### src/inc/remappable_pin_select_pkg.sv
`default_nettype none
package remappable_pin_select_pkg;

    // ==========================================================
    // sizes
    localparam int PIN_COUNT = 16;
    localparam int SEL_W     = 4;
    localparam int IN_COUNT  = 10;
    localparam int OUT_COUNT = 7;

    // ==========================================================
    // peripheral input indexes
    localparam int IN_UART_RX  = 0;
    localparam int IN_UART_CTS = 1;
    localparam int IN_SPI_SDI  = 2;
    localparam int IN_SPI_SCK  = 3;
    localparam int IN_SPI_SS   = 4;
    localparam int IN_TMR_CK0  = 5;
    localparam int IN_TMR_CK1  = 6;
    localparam int IN_CAPT0    = 7;
    localparam int IN_CAPT1    = 8;
    localparam int IN_CHANGE0  = 9;

    localparam logic [SEL_W-1:0]    IN_INDEX_LIMIT = 4'ha;
    localparam logic [IN_COUNT-1:0] IN_IDLE        = 10'h013;

    // ==========================================================
    // output function codes
    localparam logic [SEL_W-1:0] OUT_NONE     = 4'h0;
    localparam logic [SEL_W-1:0] OUT_UART_TX  = 4'h1;
    localparam logic [SEL_W-1:0] OUT_UART_RTS = 4'h2;
    localparam logic [SEL_W-1:0] OUT_SPI_SDO  = 4'h3;
    localparam logic [SEL_W-1:0] OUT_SPI_SCK  = 4'h4;
    localparam logic [SEL_W-1:0] OUT_SPI_SS   = 4'h5;
    localparam logic [SEL_W-1:0] OUT_CMP0     = 4'h6;
    localparam logic [SEL_W-1:0] OUT_CMP1     = 4'h7;
    localparam logic [SEL_W-1:0] OUT_LAST     = OUT_CMP1;

    // ==========================================================
    // reset values and unlock keys
    localparam logic [SEL_W-1:0] IN_SEL_RESET  = 4'h0;
    localparam logic [SEL_W-1:0] OUT_SEL_RESET = OUT_NONE;
    localparam logic [SEL_W-1:0] UNLOCK_KEY0   = 4'ha;
    localparam logic [SEL_W-1:0] UNLOCK_KEY1   = 4'h5;

    // ==========================================================
    // types
    typedef enum logic [1:0] {CMD_IN_SEL, CMD_OUT_SEL, CMD_LOCK, CMD_KEY} cfg_cmd_t;

    typedef struct packed {
        logic             valid;
        cfg_cmd_t         cmd;
        logic [SEL_W-1:0] index;
        logic [SEL_W-1:0] value;
    } cfg_write_t;

    typedef struct packed {
        logic out;
        logic oe;
    } pad_drive_t;

endpackage
`default_nettype wire

### src/rtl/input_route_mux.sv
`timescale 1ns/1ps
`default_nettype none
module input_route_mux #(
    parameter logic IDLE_LEVEL = 1'b0
) (
    // clock and reset
    input  wire logic                                             clk,
    input  wire logic                                             sys_rst,
    // selection
    input  wire logic [remappable_pin_select_pkg::SEL_W-1:0]     sel,
    input  wire logic                                             assigned,
    // pins
    input  wire logic [remappable_pin_select_pkg::PIN_COUNT-1:0] pin_level,
    input  wire logic [remappable_pin_select_pkg::PIN_COUNT-1:0] pin_analog,
    // peripheral side
    output var  logic                                             data_reg
);

    logic data_next;

    // ==========================================================
    // pin pick
    always_comb begin
        data_next = IDLE_LEVEL;
        if (assigned) begin
            data_next = pin_level[sel] & ~pin_analog[sel];
        end
    end

    always_ff @(posedge clk or posedge sys_rst) begin
        if (sys_rst) begin
            data_reg <= IDLE_LEVEL;
        end else begin
            data_reg <= data_next;
        end
    end

endmodule // input_route_mux
`default_nettype wire

### src/rtl/pin_owner_arbiter.sv
`timescale 1ns/1ps
`default_nettype none
module pin_owner_arbiter (
    // clock and reset
    input  wire logic                                    clk,
    input  wire logic                                    sys_rst,
    // claimants
    input  wire logic                                    analog_en,
    input  wire logic                                    remap_active,
    input  wire remappable_pin_select_pkg::pad_drive_t   remap_drive,
    input  wire logic                                    fixed_en,
    input  wire remappable_pin_select_pkg::pad_drive_t   fixed_drive,
    input  wire remappable_pin_select_pkg::pad_drive_t   gpio_drive,
    // pad
    output var  remappable_pin_select_pkg::pad_drive_t   pad_reg,
    output var  logic                                    analog_reg
);

    remappable_pin_select_pkg::pad_drive_t pad_next;

    // ==========================================================
    // priority
    always_comb begin
        if (analog_en) begin
            pad_next = '0;
        end else if (remap_active) begin
            pad_next = remap_drive;
        end else if (fixed_en) begin
            pad_next = fixed_drive;
        end else begin
            pad_next = gpio_drive;
        end
    end

    always_ff @(posedge clk or posedge sys_rst) begin
        if (sys_rst) begin
            pad_reg    <= '0;
            analog_reg <= 1'b0;
        end else begin
            pad_reg    <= pad_next;
            analog_reg <= analog_en;
        end
    end

endmodule // pin_owner_arbiter
`default_nettype wire

### src/rtl/remappable_pin_select.sv
`timescale 1ns/1ps
`default_nettype none
module remappable_pin_select (
    // clock and reset
    input  wire logic                                                   clk,
    input  wire logic                                                   sys_rst,
    // configuration
    input  wire remappable_pin_select_pkg::cfg_write_t                  cfg_wr,
    output var  logic                                                   cfg_refused_reg,
    output var  logic                                                   map_locked_reg,
    // remappable peripherals
    output wire logic [remappable_pin_select_pkg::IN_COUNT-1:0]         periph_in,
    input  wire logic [remappable_pin_select_pkg::OUT_COUNT-1:0]        periph_out_en,
    input  wire remappable_pin_select_pkg::pad_drive_t [remappable_pin_select_pkg::OUT_COUNT-1:0] periph_out_drive,
    // port logic and fixed functions per pin
    input  wire remappable_pin_select_pkg::pad_drive_t [remappable_pin_select_pkg::PIN_COUNT-1:0] gpio_drive,
    input  wire logic [remappable_pin_select_pkg::PIN_COUNT-1:0]        fixed_en,
    input  wire remappable_pin_select_pkg::pad_drive_t [remappable_pin_select_pkg::PIN_COUNT-1:0] fixed_drive,
    input  wire logic [remappable_pin_select_pkg::PIN_COUNT-1:0]        analog_en,
    output var  logic [remappable_pin_select_pkg::PIN_COUNT-1:0]        digital_in_reg,
    // pads
    input  wire logic [remappable_pin_select_pkg::PIN_COUNT-1:0]        pad_in,
    output wire remappable_pin_select_pkg::pad_drive_t [remappable_pin_select_pkg::PIN_COUNT-1:0] pad_drive,
    output wire logic [remappable_pin_select_pkg::PIN_COUNT-1:0]        pad_analog
);

    localparam int PN = remappable_pin_select_pkg::PIN_COUNT;
    localparam int IN = remappable_pin_select_pkg::IN_COUNT;
    localparam int ON = remappable_pin_select_pkg::OUT_COUNT;
    localparam int SW = remappable_pin_select_pkg::SEL_W;

    typedef enum logic [1:0] {ST_OPEN, ST_LOCKED, ST_HALF_KEY} lock_state_t;

    // ==========================================================
    // output code decode
    function automatic logic code_active(input logic [SW-1:0] code, input logic [ON-1:0] en);
        logic [SW-1:0] idx;
        idx = code - 4'h1;
        code_active = 1'b0;
        if (code != remappable_pin_select_pkg::OUT_NONE && code <= remappable_pin_select_pkg::OUT_LAST) begin
            code_active = en[idx[2:0]];
        end
    endfunction

    function automatic remappable_pin_select_pkg::pad_drive_t code_drive(
        input logic [SW-1:0] code,
        input remappable_pin_select_pkg::pad_drive_t [ON-1:0] drv
    );
        logic [SW-1:0] idx;
        idx = code - 4'h1;
        code_drive = '0;
        if (code != remappable_pin_select_pkg::OUT_NONE && code <= remappable_pin_select_pkg::OUT_LAST) begin
            code_drive = drv[idx[2:0]];
        end
    endfunction

    // ==========================================================
    // configuration state
    lock_state_t   lock_reg;
    lock_state_t   lock_next;
    logic [SW-1:0] in_sel_reg   [IN];
    logic [SW-1:0] in_sel_next  [IN];
    logic [IN-1:0] assigned_reg;
    logic [IN-1:0] assigned_next;
    logic [SW-1:0] out_sel_reg  [PN];
    logic [SW-1:0] out_sel_next [PN];
    logic          refused_next;

    always_comb begin
        lock_next     = lock_reg;
        in_sel_next   = in_sel_reg;
        assigned_next = assigned_reg;
        out_sel_next  = out_sel_reg;
        refused_next  = 1'b0;
        if (cfg_wr.valid) begin
            case (lock_reg)
                ST_OPEN: begin
                    case (cfg_wr.cmd)
                        remappable_pin_select_pkg::CMD_IN_SEL: begin
                            if (cfg_wr.index < remappable_pin_select_pkg::IN_INDEX_LIMIT) begin
                                in_sel_next[cfg_wr.index]   = cfg_wr.value;
                                assigned_next[cfg_wr.index] = 1'b1;
                            end else begin
                                refused_next = 1'b1;
                            end
                        end
                        remappable_pin_select_pkg::CMD_OUT_SEL: begin
                            out_sel_next[cfg_wr.index] = cfg_wr.value;
                        end
                        remappable_pin_select_pkg::CMD_LOCK: begin
                            lock_next = ST_LOCKED;
                        end
                        default: begin
                            lock_next = ST_OPEN;
                        end
                    endcase
                end
                ST_LOCKED: begin
                    if (cfg_wr.cmd == remappable_pin_select_pkg::CMD_KEY
                        && cfg_wr.value == remappable_pin_select_pkg::UNLOCK_KEY0) begin
                        lock_next = ST_HALF_KEY;
                    end else begin
                        refused_next = 1'b1;
                    end
                end
                ST_HALF_KEY: begin
                    if (cfg_wr.cmd == remappable_pin_select_pkg::CMD_KEY
                        && cfg_wr.value == remappable_pin_select_pkg::UNLOCK_KEY1) begin
                        lock_next = ST_OPEN;
                    end else begin
                        lock_next    = ST_LOCKED;
                        refused_next = 1'b1;
                    end
                end
                default: begin
                    lock_next = ST_LOCKED;
                end
            endcase
        end
    end

    always_ff @(posedge clk or posedge sys_rst) begin
        if (sys_rst) begin
            lock_reg        <= ST_OPEN;
            assigned_reg    <= '0;
            cfg_refused_reg <= 1'b0;
            map_locked_reg  <= 1'b0;
            for (int i = 0; i < IN; i++) begin
                in_sel_reg[i] <= remappable_pin_select_pkg::IN_SEL_RESET;
            end
            for (int p = 0; p < PN; p++) begin
                out_sel_reg[p] <= remappable_pin_select_pkg::OUT_SEL_RESET;
            end
        end else begin
            lock_reg        <= lock_next;
            assigned_reg    <= assigned_next;
            cfg_refused_reg <= refused_next;
            map_locked_reg  <= (lock_next != ST_OPEN);
            in_sel_reg      <= in_sel_next;
            out_sel_reg     <= out_sel_next;
        end
    end

    // ==========================================================
    // pad input synchroniser
    logic [PN-1:0] pad_meta_reg;
    logic [PN-1:0] pad_sync_reg;
    logic [PN-1:0] digital_in_next;

    always_comb begin
        digital_in_next = pad_sync_reg & ~analog_en;
    end

    always_ff @(posedge clk or posedge sys_rst) begin
        if (sys_rst) begin
            pad_meta_reg   <= '0;
            pad_sync_reg   <= '0;
            digital_in_reg <= '0;
        end else begin
            pad_meta_reg   <= pad_in;
            pad_sync_reg   <= pad_meta_reg;
            digital_in_reg <= digital_in_next;
        end
    end

    // ==========================================================
    // input routing
    generate
        for (genvar g = 0; g < IN; g++) begin : g_in
            input_route_mux #(
                .IDLE_LEVEL (remappable_pin_select_pkg::IN_IDLE[g])
            ) u_mux (
                .clk        (clk),
                .sys_rst    (sys_rst),
                .sel        (in_sel_reg[g]),
                .assigned   (assigned_reg[g]),
                .pin_level  (pad_sync_reg),
                .pin_analog (analog_en),
                .data_reg   (periph_in[g])
            );
        end
    endgenerate

    // ==========================================================
    // output routing and pin ownership
    generate
        for (genvar p = 0; p < PN; p++) begin : g_pin
            logic                                  remap_active;
            remappable_pin_select_pkg::pad_drive_t remap_drive;

            assign remap_active = code_active(out_sel_reg[p], periph_out_en);
            assign remap_drive  = code_drive(out_sel_reg[p], periph_out_drive);

            pin_owner_arbiter u_arb (
                .clk          (clk),
                .sys_rst      (sys_rst),
                .analog_en    (analog_en[p]),
                .remap_active (remap_active),
                .remap_drive  (remap_drive),
                .fixed_en     (fixed_en[p]),
                .fixed_drive  (fixed_drive[p]),
                .gpio_drive   (gpio_drive[p]),
                .pad_reg      (pad_drive[p]),
                .analog_reg   (pad_analog[p])
            );
        end
    endgenerate

endmodule // remappable_pin_select
`default_nettype wire

### config.mk
export PLATFORM = sky130hd
export DESIGN_NAME = remappable_pin_select
export DESIGN_NICKNAME = d
export VERILOG_FILES = /design/src/inc/remappable_pin_select_pkg.sv /design/src/rtl/input_route_mux.sv /design/src/rtl/pin_owner_arbiter.sv /design/src/rtl/remappable_pin_select.sv
export SDC_FILE = /design/constraint.sdc
export NUM_CORES = 1
export LEC_CHECK = 0
export ABC_CLOCK_PERIOD_IN_PS = 8900
export BUFFER_PORTS_ARGS = -buffer_cell sky130_fd_sc_hd__buf_2
export CORE_AREA = 2 2 180 200
export CTS_BUF_LIST = sky130_fd_sc_hd__clkbuf_4
export DETAILED_ROUTE_END_ITERATION = 16
export DIE_AREA = 0 0 182 202
export MAX_ROUTING_LAYER = met4
export PLACE_DENSITY = 0.67
export SLEW_MARGIN = 20
export SYNTH_ARGS = -nofsm -noshare
export SYNTH_HDL_FRONTEND = slang
export SYNTH_SLANG_ARGS = --single-unit
### constraint.sdc
create_clock -name clk -period 8.9 [get_ports clk]
set_clock_uncertainty 0.15 [all_clocks]
set_input_delay 0.89 -clock clk [delete_from_list [all_inputs] [get_ports clk]]
set_output_delay 0.89 -clock clk [all_outputs]
set_load 0.01 [all_outputs]
== Word level (Yosys, flattened, before mapping) ==
Cells that the tools add are included.

* Word-level logic and storage cells: 438
* Bits in registers: 224
* Output and inout port bits: 76
* Input bits: 146

* Muxes and demuxes: 211
* Order comparisons: 47
* $add $sub $neg: 16
* Equality and inequality tests: 7
* Reduce and logical (&&, ||, !) cells: 42
* Bitwise operators: 24

{| class="wikitable"
|+ Operator list
! operator !! count
|-
| 2-to-1 mux 2 bit || 82
|-
| binary-select mux 2 bit (select 3 bit) || 16
|-
| binary-select mux 1 bit (select 4 bit) || 20
|-
| 2-to-1 mux 1 bit || 69
|-
| bitwise mux 64 bit || 1
|-
| less-or-equal comparator 4 x 3 -> 1 bit (second input constant) || 16
|-
| less-than comparator 3 x 4 -> 1 bit (second input constant) || 16
|-
| nonzero test 4 bit || 16
|-
| less-than comparator 4 x 5 -> 1 bit (second input constant) || 11
|-
| binary-select mux 1 bit (select 3 bit) || 16
|-
| subtractor 3 x 1 -> 3 bit (second input constant) || 16
|-
| bitwise mux 40 bit || 1
|-
| logical AND 1 bit || 20
|-
| AND 16 bit || 1
|-
| demux 4 bit (select 4 bit) || 1
|-
| inverter 16 bit || 1
|-
| AND 1 bit || 10
|-
| inverter 1 bit || 10
|-
| OR 10 bit || 1
|-
| == test 2 bit (second input constant) || 3
|-
| case mux 2 bit (3 select lines) || 1
|-
| greater-or-equal comparator 5 bit (second input constant) || 1
|-
| less-than comparator 5 x 1 -> 1 bit (second input constant) || 1
|-
| inverter 4 -> 5 bit || 1
|-
| 14 further kinds || 16
|}

== Logic depth before layout (Yosys ltp) ==
* Depth after elaboration: 6
* Mapped depth: 8
* Depth with buffers taken out: 7

== Cells and area by module ==
Synthesis repeated with hierarchy kept, for this count alone.

* Cells, all modules: 1429
* Area, all modules: 14649.0 um2

{| class="wikitable"
|+ By module, submodules not included
! module !! instances !! seq. area each (um2) !! area an instance (um2) !! cells each
|-
| remappable_pin_select || 1 || 4154.0 || 9794.4 || 853
|-
| pin_owner_arbiter || 16 || 75.1 || 130.1 || 11
|-
| input_route_mux at g_in[2].u_mux ... || 7 || 25.0 || 265.3 || 40
|-
| input_route_mux at g_in[0].u_mux ... || 3 || 26.3 || 305.3 || 40
|}

== Least setup slack after synthesis ==
OpenSTA, ideal clock, no wires.

* Path type: input to register
* From: in cfg_wr[7] in the netlist's numbering
* To: reg in_sel_reg[10] in the netlist's numbering
* Arrival time: 2062 ps
* Required time: 8622 ps
* Buffers on the path: 2
* Setup slack: 6560 ps
* Library setup time: 128 ps
* Stages on the path: 6
* Cell sequence: buf_2 -> nand2b_1 -> nor2_1 -> and3_1 -> buf_2 -> mux2_1

* Word-level cells in the longest chain between the ends: 6
* Elaborated cells on any way between the ends: 9
* Classes of those cells: order compare (3); mux (3); bitwise (1); reduce/logical (2)

{| class="wikitable"
|+ Ends and longest elaborated chain
! item !! line !! text
|-
| from (decl) || remappable_pin_select.sv:8 || <nowiki>input wire remappable_pin_select_pkg::cfg_write_t cfg_wr,</nowiki>
|-
| inverter 4 -> 5 bit (not written as such) || remappable_pin_select.sv:81 || <nowiki>in_sel_next[cfg_wr.index] = cfg_wr.value;</nowiki>
|-
| greater-or-equal comparator 5 bit (not written as such) / less-than comparator 5 x 1 -> 1 bit (equally long branches) || remappable_pin_select.sv:81 ||
|-
| logical AND 1 bit (not written as such) || remappable_pin_select.sv:81 ||
|-
| 2-to-1 mux 4 bit (not written as such) || remappable_pin_select.sv:81 ||
|-
| demux 4 bit (select 4 bit) || remappable_pin_select.sv:81 ||
|-
| bitwise mux 40 bit || remappable_pin_select.sv:81 ||
|-
| to (signal, indexed assignment) || remappable_pin_select.sv:129 || <nowiki>in_sel_reg[i] <= remappable_pin_select_pkg::IN_SEL_RESET;</nowiki>
|-
| to (signal assigned) || remappable_pin_select.sv:139 || <nowiki>in_sel_reg <= in_sel_next;</nowiki>
|-
| to (decl) || remappable_pin_select.sv:61 || <nowiki>logic [SW-1:0] in_sel_reg [IN];</nowiki>
|}

Parallel ways exist; a longest one is shown, timed or not.
A chain may end at the register's enable or synchronous reset.

==> flow_metrics.env <==
export IMPL_status="completed"
export IMPL_ys_types=51
export IMPL_synth_ff_type="dfrtp_1"
export IMPL_drive_gt1_share_pct=35.91
export IMPL_power_frac_clock_pct=29.2
export IMPL_dp_cells=1751
export IMPL_leakagePower_nw=7.108
export IMPL_crit_path_max_incr_delay_ns=0.57
export IMPL_rows=72
export IMPL_drv_slew=0
export IMPL_ios=222
export IMPL_muxShareOfSynthArea_pct=27.89
export IMPL_power_frac_seq_pct=40.0
export IMPL_numCtsBuffers=60
export IMPL_power_density_nw_per_um2=197.4
export IMPL_ctsHtreeMaxLevel=2
export IMPL_dieHeight_um=202
export IMPL_via_per_inst=5.618
export IMPL_place_worst_setup_slack_ns=5.899
export IMPL_fin_ws_ns=6.223
export IMPL_crit_cells=7
export IMPL_netlist_instances=1184
export IMPL_core_area_um2=34770
export IMPL_crit_buf_inv=1
export IMPL_finalHoldViolCount=0
export IMPL_yosysSeqAreaShare_pct=40.87
export IMPL_largest_reg_flops=64
export IMPL_min_period_ns=2.677
export IMPL_critPathMaxFanout=8
export IMPL_port_buffers=221
export IMPL_clk_pin_slew_ns=0.07
export IMPL_final_nets=1547
export IMPL_area_delta_synth_final_pct=13.58
export IMPL_rsz0062_at_grt="no"
export IMPL_yosys_area_share_adder_pct=2.917
export IMPL_drcViolationCount=0
export IMPL_worst_pin_slew_ns=1.103
export IMPL_start_kind="register"
export IMPL_grt_max_degree=151
export IMPL_fin_crit_sh_pct=30.07
export IMPL_final_antenna_net_count=0
export IMPL_grt_pass1_vias=10743
export IMPL_synth_area_per_cell_um2=11.59
export IMPL_synth_top_family_by_area="multiplexers"
export IMPL_fp_dieArea_um2=36760
export IMPL_cts_num_sinks=224
export IMPL_cts_setup_buffers=0
export IMPL_dr_total_vias=10456
export IMPL_path_class="reg2reg"
export IMPL_grtUsageTotal_pct=22.02
export IMPL_reg2reg_depth=7
export IMPL_yosysWarningCount=0
export IMPL_synth_edf_count=0
export IMPL_setup_violations=0
export IMPL_drt_iter0_drc=551
export IMPL_routed_wl_um=39070
export IMPL_power_total_w=0.003078
export IMPL_synthXorXnorAreaFrac_pct=1.896
export IMPL_drt_pass1_iterations=5
export IMPL_p_sw_w=0.001040
export IMPL_worstHoldPathType="in2async"
export IMPL_cp_data_required_time_ns=9.39
export IMPL_cts_resized=0
export IMPL_synthArstFlopShare_pct=100.0
export IMPL_swShare_pct=33.79
export IMPL_cts_tree="done"
export IMPL_crit_slowest_cell="dfrtp_1"
export IMPL_ir_drop_mv=0.1079
export IMPL_gr_total_overflow=0
export IMPL_clock_latency_ns=0.74
export IMPL_cap_violations=0
export IMPL_clock_path_buffers=3
export IMPL_synth_simple_gate_area_share_pct=11.19
export IMPL_crit_path_end_kind="register"
export IMPL_start_util_pct=39.47
export IMPL_cpLargestDelayFamily="simple AND/OR/NAND/NOR gates"
export IMPL_ys_seq_elements=224
export IMPL_p_int_w=0.002038
export IMPL_die_width_um=182
export IMPL_root_buffer="clkbuf_4"
export IMPL_worst_ep_arrival_time_ns=3.17
export IMPL_cts_hold_buf=0
export IMPL_layout_cells_non_filler=1861
export IMPL_slew_headroom_pct=26.30
export IMPL_p_comb_share_pct=30.8
export IMPL_dp_hpwl_um=26170
export IMPL_syn_area_um2=13730
export IMPL_grt_pass1_wl_um=60730
export IMPL_holdWs_ns=0.07468
export IMPL_timing_fmax_ghz=0.3736
export IMPL_gp_congestion=0.8605
export IMPL_path_cells="inv_1, ha_1, mux4_2, nor2b_1, or4_4, nand4b_1, a21oi_1"
export IMPL_synth_compound_area_share_pct=9.407
export IMPL_antenna_found_initial=5
export IMPL_syn_nets=1362
export IMPL_final_setup_tns_ns=0
export IMPL_wl_per_cell_um=20.99
power groups by stage:
| stage | sequential, W | clock (W) | combinational [W] |
|---|---|---|---|
| after CTS | 0.00123 | 0.000929 | 0.000947 |
| after floorplan | 0.00122 | 0 | 0.000746 |
| after global placement | 0.00125 | 0 | 0.000922 |
| final | 0.00123 | 0.000897 | 0.000948 |
| after global routing | 0.00125 | 0.000988 | 0.00104 |
| after detailed placement | 0.00125 | 0 | 0.000945 |
synthesized netlist by cell type (3+ instances only):
cell type / n / share of area (%)
nand2_1: 56 / 1.5
buf_6: 11 / 0.90
or2_1: 15 / 0.68
a211oi_1: 7 / 0.38
a21oi_1: 51 / 1.9
and2_1: 7 / 0.32
nor2_2: 7 / 0.32
inv_1: 61 / 1.7
buf_2: 7 / 0.26
o21a_1: 10 / 0.55
or4_4: 9 / 0.74
nand4b_1: 8 / 0.51
dfstp_2: 3 / 0.57
dfrtp_1: 221 / 40
clkbuf_1: 52 / 1.4
a31oi_1: 33 / 1.5
nor3_2: 6 / 0.44
mux2_1: 52 / 4.3
a2111oi_0: 7 / 0.45
nand3_1: 27 / 0.98
and3b_1: 7 / 0.45
xnor2_2: 16 / 1.9
nor2b_1: 47 / 2.1
o22ai_1: 7 / 0.32
mux4_1: 6 / 1.1
a2111oi_2: 7 / 0.77
a221oi_1: 16 / 1.0
ha_1: 32 / 2.9
nor2_1: 35 / 0.96
nand2b_1: 31 / 1.4
mux2i_1: 99 / 7.2
o21ai_0: 27 / 0.98
mux2_2: 86 / 7.1
a22oi_1: 14 / 0.77
buf_4: 28 / 1.5
mux4_2: 50 / 8.2
o31a_1: 7 / 0.45
logic make-up (layout without fill, tap and decap cells):
kind of cell	count (synthesis)	after routing
multiplexers	293	293
AND/OR/NAND/NOR	266	266
flip-flops	224	224
AO/OA/AOI/OAI	192	192
buffers and inverters	161	389
adder cells (fa/ha/maj)	32	32
XOR/XNOR	16	16
other	0	5
cell usage in the layout (no fill, tap or decap), types with 8 or more instances in the layout:
cell      Yosys  layout
buf_2         7     221
o21ai_0      27      27
clkbuf_4      0      86
a31oi_1      33      33
nor2_1       35      35
o21a_1       10      10
or4_4         9       9
nor2b_1      47      47
nand2_1      56      56
inv_1        61      60
a22oi_1      14      14
xnor2_2      16      16
nand4b_1      8       8
mux2i_1      99      99
a21oi_1      51      51
clkinv_1      0      11
a221oi_1     16      16
mux2_2       86      86
dfrtp_1     221     221
mux2_1       52      52
mux4_2       50      50
nand2b_1     31      31
or2_1        15      15
nand3_1      27      27
ha_1         32      32
metrics by stage:
step / instance area, µm² / util, %
2_1_floorplan: 13730 / -
6_report: 15590 / 44.83
3_5_place_dp: 14840 / 42.67
3_3_place_gp: 14840 / 42.67
5_1_grt: 15590 / 44.83
4_1_cts: 15570 / 44.78
final timing paths:
path | startpoint | end | slack (ns)
worst max-delay path | out_sel_reg[44] | g_pin[4].u_arb.pad_reg[1] | 6.22
worst min-delay path | sys_rst | digital_in_reg[4] | 0.07
worst max register to register | out_sel_reg[44] | g_pin[4].u_arb.pad_reg[1] | 6.22
worst min register to register | pad_meta_reg[15] | pad_sync_reg[15] | 0.19
max in group asynchronous | sys_rst | g_pin[11].u_arb.pad_reg[0] | 6.92
min in group clk | pad_in[4] | pad_meta_reg[4] | 0.10
metal layers:
layer	wire (µm)	track usage, %	share of wire [%]
met5	0	-	0
met2	18000	33.36	46
met1	16590	28.34	42
met4	1666	10.11	4.3
met3	2815	4.811	7.2
layout make-up:
class	count	area [µm²]
Timing Repair Buffer	223	1121
Multi-Input combinational cell	799	7316
Fill cell	3306	19180
Antenna cell	5	12.51
Tap cell	444	555.5
Clock inverter	19	88.84
Inverter	61	241.5
Sequential cell	224	5609
Clock buffer	86	645.6
Power figures use the tool's default switching activity.
